$ cat config.mk
export PLATFORM = sky130hd
export DESIGN_NAME = nvsc_ctrl
export DESIGN_NICKNAME = d
export VERILOG_FILES = /design/src/nvsc_pkg.sv /design/src/nvsc_ctrl.sv
export SDC_FILE = /design/constraint.sdc
export NUM_CORES = 1
export LEC_CHECK = 0
export BUFFER_PORTS_ARGS = -buffer_cell sky130_fd_sc_hd__buf_2
export CAP_MARGIN = 0
export CORE_UTILIZATION = 30
export DETAILED_ROUTE_END_ITERATION = 10
export GPL_TIMING_DRIVEN = 0
export PLACE_DENSITY = 0.47
export SLEW_MARGIN = 20
export SYNTH_ARGS = -nofsm -noshare
export SYNTH_HDL_FRONTEND = slang
export SYNTH_SLANG_ARGS = --single-unit
$ cat constraint.sdc
create_clock -name I_CORE_CLK -period 4.65 [get_ports I_CORE_CLK]
set_input_delay 0.93 -clock I_CORE_CLK [delete_from_list [all_inputs] [get_ports I_CORE_CLK]]
set_output_delay 0.93 -clock I_CORE_CLK [all_outputs]
set_load 0.02 [all_outputs]
$ cat src/nvsc_pkg.sv
package nvsc_pkg;

  // Bus widths
  localparam int ADDR_W = 11;
  localparam int DATA_W = 8;
  localparam int DEPTH  = 2048;

  // Core clock period in ns
  localparam int CLK_PERIOD_NS = 8;

  // Access timing, ns (setup and strobe widths, address access time)
  localparam int SETUP_NS      = 5;
  localparam int STROBE_NS     = 20;
  localparam int ACCESS_NS     = 45;
  // Nonvolatile timing
  localparam int STORE_MS      = 10;
  localparam int RECALL_US     = 20;
  localparam int RESTORE_US    = 550;

  // Cycle counts, least times round up
  localparam int SETUP_CYC   = (SETUP_NS + CLK_PERIOD_NS - 1) / CLK_PERIOD_NS;
  localparam int STROBE_CYC  = (STROBE_NS + CLK_PERIOD_NS - 1) / CLK_PERIOD_NS;
  localparam int ACCESS_CYC  = (ACCESS_NS + CLK_PERIOD_NS - 1) / CLK_PERIOD_NS;
  localparam int STORE_CYC   = (STORE_MS * 1000000 + CLK_PERIOD_NS - 1) / CLK_PERIOD_NS;
  localparam int RECALL_CYC  = (RECALL_US * 1000 + CLK_PERIOD_NS - 1) / CLK_PERIOD_NS;
  localparam int RESTORE_CYC = (RESTORE_US * 1000 + CLK_PERIOD_NS - 1) / CLK_PERIOD_NS;

  localparam int CNT_W = 24;

  // Host commands
  typedef enum logic [2:0]
  {
    CMD_READ   = 3'h0,
    CMD_WRITE  = 3'h1,
    CMD_STORE  = 3'h2,
    CMD_RECALL = 3'h3
  } nvsc_cmd_e;

  // Pin group toward the memory, all active low controls
  typedef struct packed
  {
    logic              chip_sel_n;
    logic              write_en_n;
    logic              out_en_n;
    logic              nonvolatile_select_n;
  } nvsc_ctl_s;

  localparam nvsc_ctl_s CTL_IDLE = '{chip_sel_n: 1'b1, write_en_n: 1'b1, out_en_n: 1'b1,
                                     nonvolatile_select_n: 1'b1};

  typedef enum logic [3:0]
  {
    ST_BOOT   = 4'h0,
    ST_IDLE   = 4'h1,
    ST_SETUP  = 4'h3,
    ST_STROBE = 4'h2,
    ST_HOLD   = 4'h6,
    ST_BUSY   = 4'h7,
    ST_DONE   = 4'h5
  } nvsc_state_e;

endpackage : nvsc_pkg

$ cat src/nvsc_ctrl.sv
`timescale 1ns/100ps
// Operation
// Nonvolatile select high for SRAM access, low only for store or recall.
// Read drives chip select and output enable low, others high, at address.
// Read data sampled after address access time with address held stable.
// Write drops chip select and write enable with nonvolatile select high.
// Address held stable from before write until write enable rises.
// Output enable held high through every write; data driven only then.
// Store drives nonvolatile select, chip select, write enable low, output enable high.
// Store entered with write enable as the last control to fall.
// Store erase and program happen inside the device; host just waits.
// No access issued and bus released while a store runs.
// Device read after store ends marks completion; host times it instead.
// Recall puts chip select, output enable, nonvolatile select low, write enable high.
// Recall waits 20 us before any further access.
// After recall the controls return to idle, never a stray access.
// Recall clears then reloads SRAM inside the device; repeatable freely.
// Recall state held at least 20 ns, then released.
// Write enable kept high throughout recall so no store starts.
// Controls return to idle between operations so each one is a new transition.
// Device runs a power-up recall of up to 550 us.
// No access issued until the power-up recall time has passed after reset.
// Write enable and chip select held high during the power-up recall.
// Device refuses stores at low supply; host has no supply view.
// Store state held at least 20 ns, then 10 ms waited.
// Busy output covers the worst-case store or recall duration.
module nvsc_ctrl
  import nvsc_pkg::*;
#(
  parameter int STORE_WAIT   = STORE_CYC,
  parameter int RESTORE_WAIT = RESTORE_CYC,
  parameter int RECALL_WAIT  = RECALL_CYC
)
(
  // Clock and reset
  input  wire logic              I_CORE_CLK,
  input  wire logic              I_RST,
  // Host command port
  input  wire logic              I_REQ_VALID,
  input  wire nvsc_cmd_e         I_REQ_CMD,
  input  wire logic [ADDR_W-1:0] I_REQ_ADDR,
  input  wire logic [DATA_W-1:0] I_REQ_WDATA,
  output logic                   O_REQ_READY,
  output logic                   O_RSP_VALID,
  output logic [DATA_W-1:0]      O_RSP_RDATA,
  output logic                   O_BUSY,
  // Memory pins
  output nvsc_ctl_s              O_MEM_CTL,
  output logic [ADDR_W-1:0]      O_ADDR_BUS,
  input  wire logic [DATA_W-1:0] I_DATA_BUS,
  output logic [DATA_W-1:0]      O_DATA_BUS,
  output logic                   O_DATA_BUS_OE
);

  ////////////////////////////////////////////////////////////////////////
  nvsc_state_e     state_q;
  nvsc_cmd_e       cmd_q;
  logic [CNT_W-1:0] cnt_q;
  logic            cnt_zero;

  assign cnt_zero = (cnt_q == '0);

  // Control pattern wanted in the strobe phase of each command
  function automatic nvsc_ctl_s strobe_ctl(input nvsc_cmd_e c);
    nvsc_ctl_s r;
    r = CTL_IDLE;
    r.chip_sel_n = 1'b0;
    unique case (c)
      CMD_READ:   r.out_en_n = 1'b0;
      CMD_WRITE:  r.write_en_n = 1'b0;                            // see R04
      CMD_STORE:
      begin
        r.write_en_n           = 1'h0;
        r.nonvolatile_select_n = 1'h0;
      end
      CMD_RECALL:
      begin
        r.out_en_n             = 1'h0;                            // see R12
        r.nonvolatile_select_n = 1'h0;
      end
      default:    r = CTL_IDLE;
    endcase
    return r;
  endfunction : strobe_ctl

  // Setup phase: everything but the final strobe already in place
  // One late edge per start, so the memory sees a single clean transition
  function automatic nvsc_ctl_s setup_ctl(input nvsc_cmd_e c);
    nvsc_ctl_s r;
    r = strobe_ctl(c);
    if (c == CMD_STORE)
      r.write_en_n = 1'b1;
    else
      r.chip_sel_n = 1'b1;
    return r;
  endfunction : setup_ctl

  ////////////////////////////////////////////////////////////////////////
  // Sequencer
  always_ff @(posedge I_CORE_CLK)
  begin
    if (I_RST)
    begin
      state_q <= ST_BOOT;
      cnt_q   <= CNT_W'(RESTORE_WAIT);                            // see R19
      cmd_q   <= CMD_READ;
    end
    else
    begin
      unique case (state_q)
        ST_BOOT:
        begin
          if (cnt_zero)
            state_q <= ST_IDLE;
          else
            cnt_q <= cnt_q - 1'b1;
        end
        ST_IDLE:
        begin
          if (I_REQ_VALID)
          begin
            cmd_q   <= I_REQ_CMD;
            cnt_q   <= CNT_W'(SETUP_CYC);
            state_q <= ST_SETUP;
          end
        end
        ST_SETUP:
        begin
          if (cnt_zero)
          begin
            cnt_q   <= (cmd_q == CMD_READ) ? CNT_W'(ACCESS_CYC) : CNT_W'(STROBE_CYC);
            state_q <= ST_STROBE;
          end
          else
            cnt_q <= cnt_q - 1'b1;
        end
        ST_STROBE:
        begin
          if (cnt_zero)
          begin
            cnt_q   <= CNT_W'(SETUP_CYC);
            state_q <= ST_HOLD;
          end
          else
            cnt_q <= cnt_q - 1'b1;                                // see R16
        end
        ST_HOLD:
        begin
          if (cnt_zero)
          begin
            unique case (cmd_q)
              CMD_STORE:  cnt_q <= CNT_W'(STORE_WAIT);            // see R23
              CMD_RECALL: cnt_q <= CNT_W'(RECALL_WAIT);           // see R13
              default:    cnt_q <= '0;
            endcase
            state_q <= ST_BUSY;
          end
          else
            cnt_q <= cnt_q - 1'b1;
        end
        ST_BUSY:
        begin
          if (cnt_zero)
            state_q <= ST_DONE;                                   // see R10
          else
            cnt_q <= cnt_q - 1'b1;
        end
        ST_DONE:
          state_q <= ST_IDLE;
        default:
          state_q <= ST_IDLE;
      endcase
    end
  end

  ////////////////////////////////////////////////////////////////////////
  // Pins
  always_ff @(posedge I_CORE_CLK)
  begin
    if (I_RST)
    begin
      O_MEM_CTL     <= CTL_IDLE;
      O_ADDR_BUS    <= '0;
      O_DATA_BUS    <= '0;
      O_DATA_BUS_OE <= 1'b0;
    end
    else
    begin
      if (state_q == ST_IDLE && I_REQ_VALID)
      begin
        O_MEM_CTL     <= setup_ctl(I_REQ_CMD);
        O_ADDR_BUS    <= I_REQ_ADDR;
        O_DATA_BUS    <= I_REQ_WDATA;
        O_DATA_BUS_OE <= (I_REQ_CMD == CMD_WRITE);
      end
      else if (state_q == ST_SETUP && cnt_zero)
        O_MEM_CTL <= strobe_ctl(cmd_q);
      else if (state_q == ST_STROBE && cnt_zero)
        O_MEM_CTL <= CTL_IDLE;
      else if (state_q == ST_HOLD && cnt_zero)
        O_DATA_BUS_OE <= 1'b0;
    end
  end

  ////////////////////////////////////////////////////////////////////////
  // Host handshake; read data taken at end of access time
  always_ff @(posedge I_CORE_CLK)
  begin
    if (I_RST)
    begin
      O_REQ_READY <= 1'b0;
      O_RSP_VALID <= 1'b0;
      O_RSP_RDATA <= '0;
      O_BUSY      <= 1'b1;
    end
    else
    begin
      O_REQ_READY <= (state_q == ST_DONE) || (state_q == ST_BOOT && cnt_zero);
      O_RSP_VALID <= (state_q == ST_DONE);
      O_BUSY      <= !((state_q == ST_DONE) || (state_q == ST_BOOT && cnt_zero) ||
                       (state_q == ST_IDLE && !I_REQ_VALID));
      if (state_q == ST_STROBE && cnt_zero && cmd_q == CMD_READ)
        O_RSP_RDATA <= I_DATA_BUS;
    end
  end

  ////////////////////////////////////////////////////////////////////////
  a_rd_ctl: assert property (@(posedge I_CORE_CLK) disable iff (I_RST)
    (!O_MEM_CTL.chip_sel_n && !O_MEM_CTL.out_en_n) |-> O_MEM_CTL.write_en_n)
    else $error("Write enable low while output enable low");
  a_store_order: assert property (@(posedge I_CORE_CLK) disable iff (I_RST)
    ($fell(O_MEM_CTL.write_en_n) && !O_MEM_CTL.nonvolatile_select_n) |-> $past(!O_MEM_CTL.chip_sel_n))
    else $error("Store not entered by write enable");
  a_nv_no_oe: assert property (@(posedge I_CORE_CLK) disable iff (I_RST)
    !O_MEM_CTL.nonvolatile_select_n |-> !O_DATA_BUS_OE)
    else $error("Data driven in nonvolatile mode");
  a_addr_stable: assert property (@(posedge I_CORE_CLK) disable iff (I_RST)
    (!O_MEM_CTL.chip_sel_n && !$past(O_MEM_CTL.chip_sel_n)) |-> $stable(O_ADDR_BUS))
    else $error("Address moved during access");
  a_strobe_width: assert property (@(posedge I_CORE_CLK) disable iff (I_RST)
    $fell(O_MEM_CTL.chip_sel_n) |-> !O_MEM_CTL.chip_sel_n [*3])
    else $error("Strobe shorter than 20 ns");
  a_boot_idle: assert property (@(posedge I_CORE_CLK) disable iff (I_RST)
    (state_q == ST_BOOT) |-> (O_MEM_CTL == CTL_IDLE && O_BUSY))
    else $error("Access during power-up recall");
  a_busy_ctl: assert property (@(posedge I_CORE_CLK) disable iff (I_RST)
    (state_q == ST_BUSY) |-> (O_MEM_CTL == CTL_IDLE && O_BUSY && !O_DATA_BUS_OE))
    else $error("Pins active during store or recall wait");
  a_done_rsp: assert property (@(posedge I_CORE_CLK) disable iff (I_RST)
    (state_q == ST_DONE) |=> (O_RSP_VALID && O_REQ_READY))
    else $error("Completion not reported");

endmodule : nvsc_ctrl

## Word level (Yosys, flattened, before mapping)

Index checks and enable logic that the tools add are counted.

| storage, ports and cells | value |
|---|---|
| register bits | 66 |
| latch bits | 0 |
| bits in writable memories | 0 |
| bits in read-only memories | 0 |
| logic and storage cells | 96 |
| memories | 0 |

| operators by class | value |
|---|---|
| $add $sub $neg | 1 |
| $mul | 0 |
| divide/modulo/power cells | 0 |
| magnitude comparators | 0 |
| eq/ne operators | 21 |
| shift-type cells | 0 |
| multiplexer cells | 31 |
| bitwise operators | 0 |
| reduce and logical (&&, ||, !) cells | 29 |

Operator list:

| kind | count |
|---|---|
| 24-bit 2-to-1 mux | 5 |
| 24-bit case mux with 5 select lines | 1 |
| 21-bit case mux with 2 select lines | 1 |
| 4-bit 2-to-1 mux | 9 |
| 24-bit zero test | 1 |
| 4-bit case mux with 6 select lines | 1 |
| 24-bit by 1-bit subtractor with 24-bit output, second input constant | 1 |
| 2-bit != test, second input constant | 9 |
| 1-bit 2-to-1 mux | 13 |
| 3-bit by 2-bit equality test with 1-bit output, second input constant | 4 |
| 4-bit by 3-bit equality test with 1-bit output, second input constant | 3 |
| 2-bit OR reduction | 6 |
| 4-bit by 2-bit equality test with 1-bit output, second input constant | 2 |
| 1-bit logical AND | 7 |
| 3-bit by 1-bit equality test with 1-bit output, second input constant | 2 |
| 3-bit zero test | 2 |
| 3-bit AND reduction | 2 |
| 6-bit AND reduction | 1 |
| 5-bit nonzero test | 1 |
| 4-bit by 1-bit equality test with 1-bit output, second input constant | 1 |
| 4-bit zero test | 1 |
| 4-bit OR reduction | 1 |
| 3-bit 2-to-1 mux | 1 |
| 3-bit nonzero test | 1 |
| other kinds (4) | 6 |

## Longest topological paths before layout

| logic depth | value |
|---|---|
| word-level depth | 6 |
| mapped depth | 9 |

## Worst setup path before layout

OpenSTA, ideal clock, no wires.

| timing path | value |
|---|---|
| path type | input-to-reg |
| start point | input I_REQ_VALID |
| end point | register cnt_q[0] |
| library setup time | 0.095 ns |
| arrival time | 1.961 ns |
| required time | 4.555 ns |
| slack | 2.593 ns |
| cell stages on the path | 6 |
| path buffers | 1 |
| cells stage by stage | nor2b_1 > o21ba_2 > a31oi_1 > clkbuf_1 > o21ai_0 > a221oi_1 |

| between the ends | value |
|---|---|
| word-level cells in the longest chain between the ends | 2 |

Ends and longest elaborated chain:

| item | RTL line | source |
|---|---|---|
| from (decl) | nvsc_ctrl.sv:39 | `input wire logic I_REQ_VALID,` |
| 2-bit != test (no source line) | - |  |
| 3-bit AND reduction (no source line) | - |  |
| to (signal assigned) | nvsc_ctrl.sv:105 | `cnt_q <= CNT_W'(RESTORE_WAIT);` |
| to (signal assigned) | nvsc_ctrl.sv:116 | `cnt_q <= cnt_q - 1'b1;` |
| to (signal assigned) | nvsc_ctrl.sv:123 | `cnt_q <= CNT_W'(SETUP_CYC);` |
| to (decl) | nvsc_ctrl.sv:58 | `logic [CNT_W-1:0] cnt_q;` |

No other way between the ends.
A chain may end at the register's enable or synchronous reset.

## Worst setup path after layout

| timing path | value |
|---|---|
| start point | register cnt_q[0] |
| end point | register cnt_q[6] |

| between the ends | value |
|---|---|
| word-level cells in the longest chain between the ends | 3 |

Ends and longest elaborated chain:

| item | RTL line |
|---|---|
| 24-bit by 1-bit subtractor with 24-bit output / 24-bit zero test (equally long branches) | - |
| 24-bit 2-to-1 mux, or another cell as far along | nvsc_ctrl.sv:113, nvsc_ctrl.sv:163 |
| 24-bit case mux with 5 select lines / 3-bit AND reduction (equally long branches) | - |

Several ways; a longest one is shown, not always the timed one. The select of a mux whose other input is x is not followed.

==> impl_metrics.env <==
export IMPL_status="finished, final reports clean"
export IMPL_drc_errors=0
export IMPL_finalWirelength_mm=9.926
export IMPL_path_class="reg -> reg"
export IMPL_met1_usage=0.2378
export IMPL_cts_buffers=9
export IMPL_max_clock_path_buffers=2
export IMPL_drive_gt1_frac=0.2195
export IMPL_cts_resized=0
export IMPL_synth_nets=434
export IMPL_setup_viol=0
export IMPL_port_buffers=67
export IMPL_holdPathStages=2
export IMPL_hold_class="reg -> reg"
export IMPL_yosysMostFrequentCell="dfxtp_1"
export IMPL_p_comb_frac=0.040
export IMPL_vdd_drop_max_mv=0.1621
export IMPL_p_sw_frac=0.2306
export IMPL_synth_commonest_cells="dfxtp_1 (65), nand2_1 (61), a21oi_1 (38), nor2_1 (30), clkbuf_1 (16)"
export IMPL_grt_pass1_wl_mm=16.08
export IMPL_hold_path_end="O_DATA_BUS[3]"
export IMPL_path_delay_family="compound AO/OA/AOI/OAI gates"
export IMPL_postSynthCellCount=400
export IMPL_skew_ns=0.01314
export IMPL_yosysUniqueCellTypes=61
export IMPL_grt_usage=0.1825
export IMPL_io_pins=68
export IMPL_relSlewSlack=0.3727
export IMPL_drtAntennaViolNets=0
export IMPL_syn_area_per_cell_um2=8.180
export IMPL_h_tree_depth=3
export IMPL_diodes=0
export IMPL_cts_tree="done"
export IMPL_overflow=0
export IMPL_yosysTopAreaCell="dfxtp_1"
export IMPL_fp_row_count=37
export IMPL_fin_crit_ns=2.458
export IMPL_syn2layout_area_growth_pct=23.02
export IMPL_path_buf_inv=3
export IMPL_dpl_hpwl_mm=7.008
export IMPL_antenna_found_initial=0
export IMPL_clkPwrFrac=0.501
export IMPL_gp_congestion=0.7898
export IMPL_cellPowerDensity_nw_per_um2=304.3
export IMPL_synth_top_area_share=0.3977
export IMPL_timing_rr_end="cnt_q[6]"
export IMPL_ys_seq_elements=65
export IMPL_p_sw_uw=282.4
export IMPL_cts_hold_buf=0
export IMPL_met3_usage=0.04414
export IMPL_cap_violations=0
export IMPL_slew_violations=0
export IMPL_synth_cell_area_um2=3272
export IMPL_clkSinkCount=65
export IMPL_start_util=0.3127
export IMPL_rr_startpoint="cnt_q[0]"
export IMPL_final_area_um2=4025
export IMPL_via_count=3253
export IMPL_synth_warning_count=0
export IMPL_crit_chain="inv_1 -> ha_1 -> nor4b_2 -> o211ai_1 -> o21ai_1 -> buf_4 -> buf_2 -> nand2_1 -> a211oi_1"
export IMPL_synthTopCellsByArea="dfxtp_1 (40%), nand2_1 (7.0%), a21oi_1 (5.8%), nor2_1 (3.4%), mux2i_1 (2.8%)"
export IMPL_critical_path_arrival_ns=2.73
export IMPL_max_stage_delay_ns=0.45
export IMPL_required_ns=4.92
export IMPL_clkLatencyLatePin_ns=0.35
export IMPL_power_frac_seq=0.460
export IMPL_avgRoutedWirePerCell_um=16.04
export IMPL_reg2regPathDepth=9
export IMPL_synth_edf_count=0
export IMPL_drtIter0Drc=137
export IMPL_drt_pre_antenna_iters=4
export IMPL_grt_max_degree=14
export IMPL_root_buffer="clkbuf_8"
export IMPL_fmax_mhz=406.9
export IMPL_die_h_um=106.4
export IMPL_p_int_uw=942.6
export IMPL_coreArea_um2=10460
export IMPL_cpMaxStageDelayCell="nor4b_2"
export IMPL_seq_area_frac_synth=0.3977
export IMPL_synth_flop_cell="dfxtp_1"
export IMPL_grt_pass1_vias=3125
export IMPL_leakage_nw=1.450
export IMPL_layout_nets=512
export IMPL_hold_viol_final=0
export IMPL_hold_path_startpoint="O_DATA_BUS[3]"
export IMPL_postPlaceCellArea_um2=3777
export IMPL_fp_dieW_um=106.4
export IMPL_vias_per_cell=5.255
export IMPL_r2r_slack_ns=2.19
export IMPL_async_flop_share=0
export IMPL_clk_pin_slew_worst_paths_ns=0.09
export IMPL_cts_setup_buffers=0
export IMPL_period_share=0.5285
export IMPL_critPathCaptureType="flop"
export IMPL_tightest_slew_ns=0.9338
export IMPL_rsz0062_at_grt="false"
export IMPL_grtUsageMet2=0.2978
export IMPL_top_usage_layer="met2"
export IMPL_die_area_um2=11330
export IMPL_crit_fanout=10
export IMPL_start_kind="flop"
export IMPL_tns_ns=0
placed cells by master, fill, tap and decap left out, types with 4 or more instances in the layout:
master and instances:
a211oi_1 6, a21o_1 5, a21oi_1 38, a31oi_1 11, and2_1 6, buf_2 72
clkbuf_1 16, clkbuf_8 9, dfxtp_1 65, inv_1 8, mux2i_1 9, nand2_1 61
nand2b_1 4, nand3_1 10, nand4_1 4, nor2_1 30, nor2b_1 7, nor3_1 12
nor4_1 4, o211ai_1 8, o21ai_0 14, o31ai_1 6, or4_1 4
through the flow:
stage	setup WS, ns	total power, mW	util	cells	hold slack (ns)
after detailed placement	2.078	0.6247	0.3610	603	0.4437
after CTS	2.193	1.241	0.3847	619	0.4543
after floorplan	2.593	0.5997	-	400	0.4520
after global placement	2.079	0.6244	0.3610	603	0.4402
final	2.192	1.225	0.3847	619	0.4529
after global routing	1.898	1.266	0.3847	619	0.4751
layer usage:
metal | part of all wire | vias up
met5 | 0 | -
met4 | 0.016 | 0
met3 | 0.065 | 15
met2 | 0.46 | 90
met1 | 0.46 | 1520
li1 | - | 1628
sequential cells by signal, summed over array words and instances (netlist names), named ones only:
signal,count
O_ADDR_BUS,11
O_BUSY,1
O_DATA_BUS,8
O_DATA_BUS_OE,1
O_MEM_CTL,4
O_REQ_READY,1
O_RSP_RDATA,8
O_RSP_VALID,1
cmd_q,3
cnt_q,24
state_q,2
worst min-delay path, cell delays in order (launching register included):
cell and delay, ns:
dfxtp_1 0.31, nand2_1 0.05, a21oi_1 0.05
cell families (layout without fill, tap and decap cells):
family | after synthesis | after routing | share of synthesized area
xor+xnor | 4 | 4 | 0.01071
flops | 65 | 65 | 0.3977
buf+inv | 33 | 116 | 0.04321
fa+ha+maj | 1 | 1 | 0.003823
compound gates | 122 | 122 | 0.2509
simple gates | 165 | 165 | 0.2627
mux | 10 | 10 | 0.03098
final cells by class:
cell class / instances / area [um2]
clock inverter: 7 / 123.9
fill: 1136 / 6437
sequential: 65 / 1301
timing repair buffer: 67 / 335.3
clock buffer: 9 / 123.9
inverter: 9 / 33.78
multi-input combinational: 302 / 1829
tap: 136 / 170.2
buffer: 24 / 107.6
worst max-delay path by stage:
stage / start / endpoint / slack [ns] / cells past startpoint
after global routing: cnt_q[0] / cnt_q[15] / 1.90 / 9
after detailed placement: I_REQ_VALID / cnt_q[0] / 2.08 / 7
after global placement: I_REQ_VALID / cnt_q[0] / 2.08 / 7
final: cnt_q[0] / cnt_q[6] / 2.19 / 9
after floorplan: I_REQ_VALID / cnt_q[0] / 2.59 / 6
after CTS: cnt_q[0] / cnt_q[15] / 2.19 / 9
power groups by stage:
stage	combinational (mW)	clock [mW]	sequential, mW
3_5_place_dp	0.0486	0	0.576
6_report	0.0489	0.613	0.563
2_1_floorplan	0.0245	0	0.575
3_3_place_gp	0.0483	0	0.576
5_1_grt	0.0532	0.649	0.564
4_1_cts	0.0489	0.629	0.563
No activity file was read; power rests on OpenSTA's default activity.
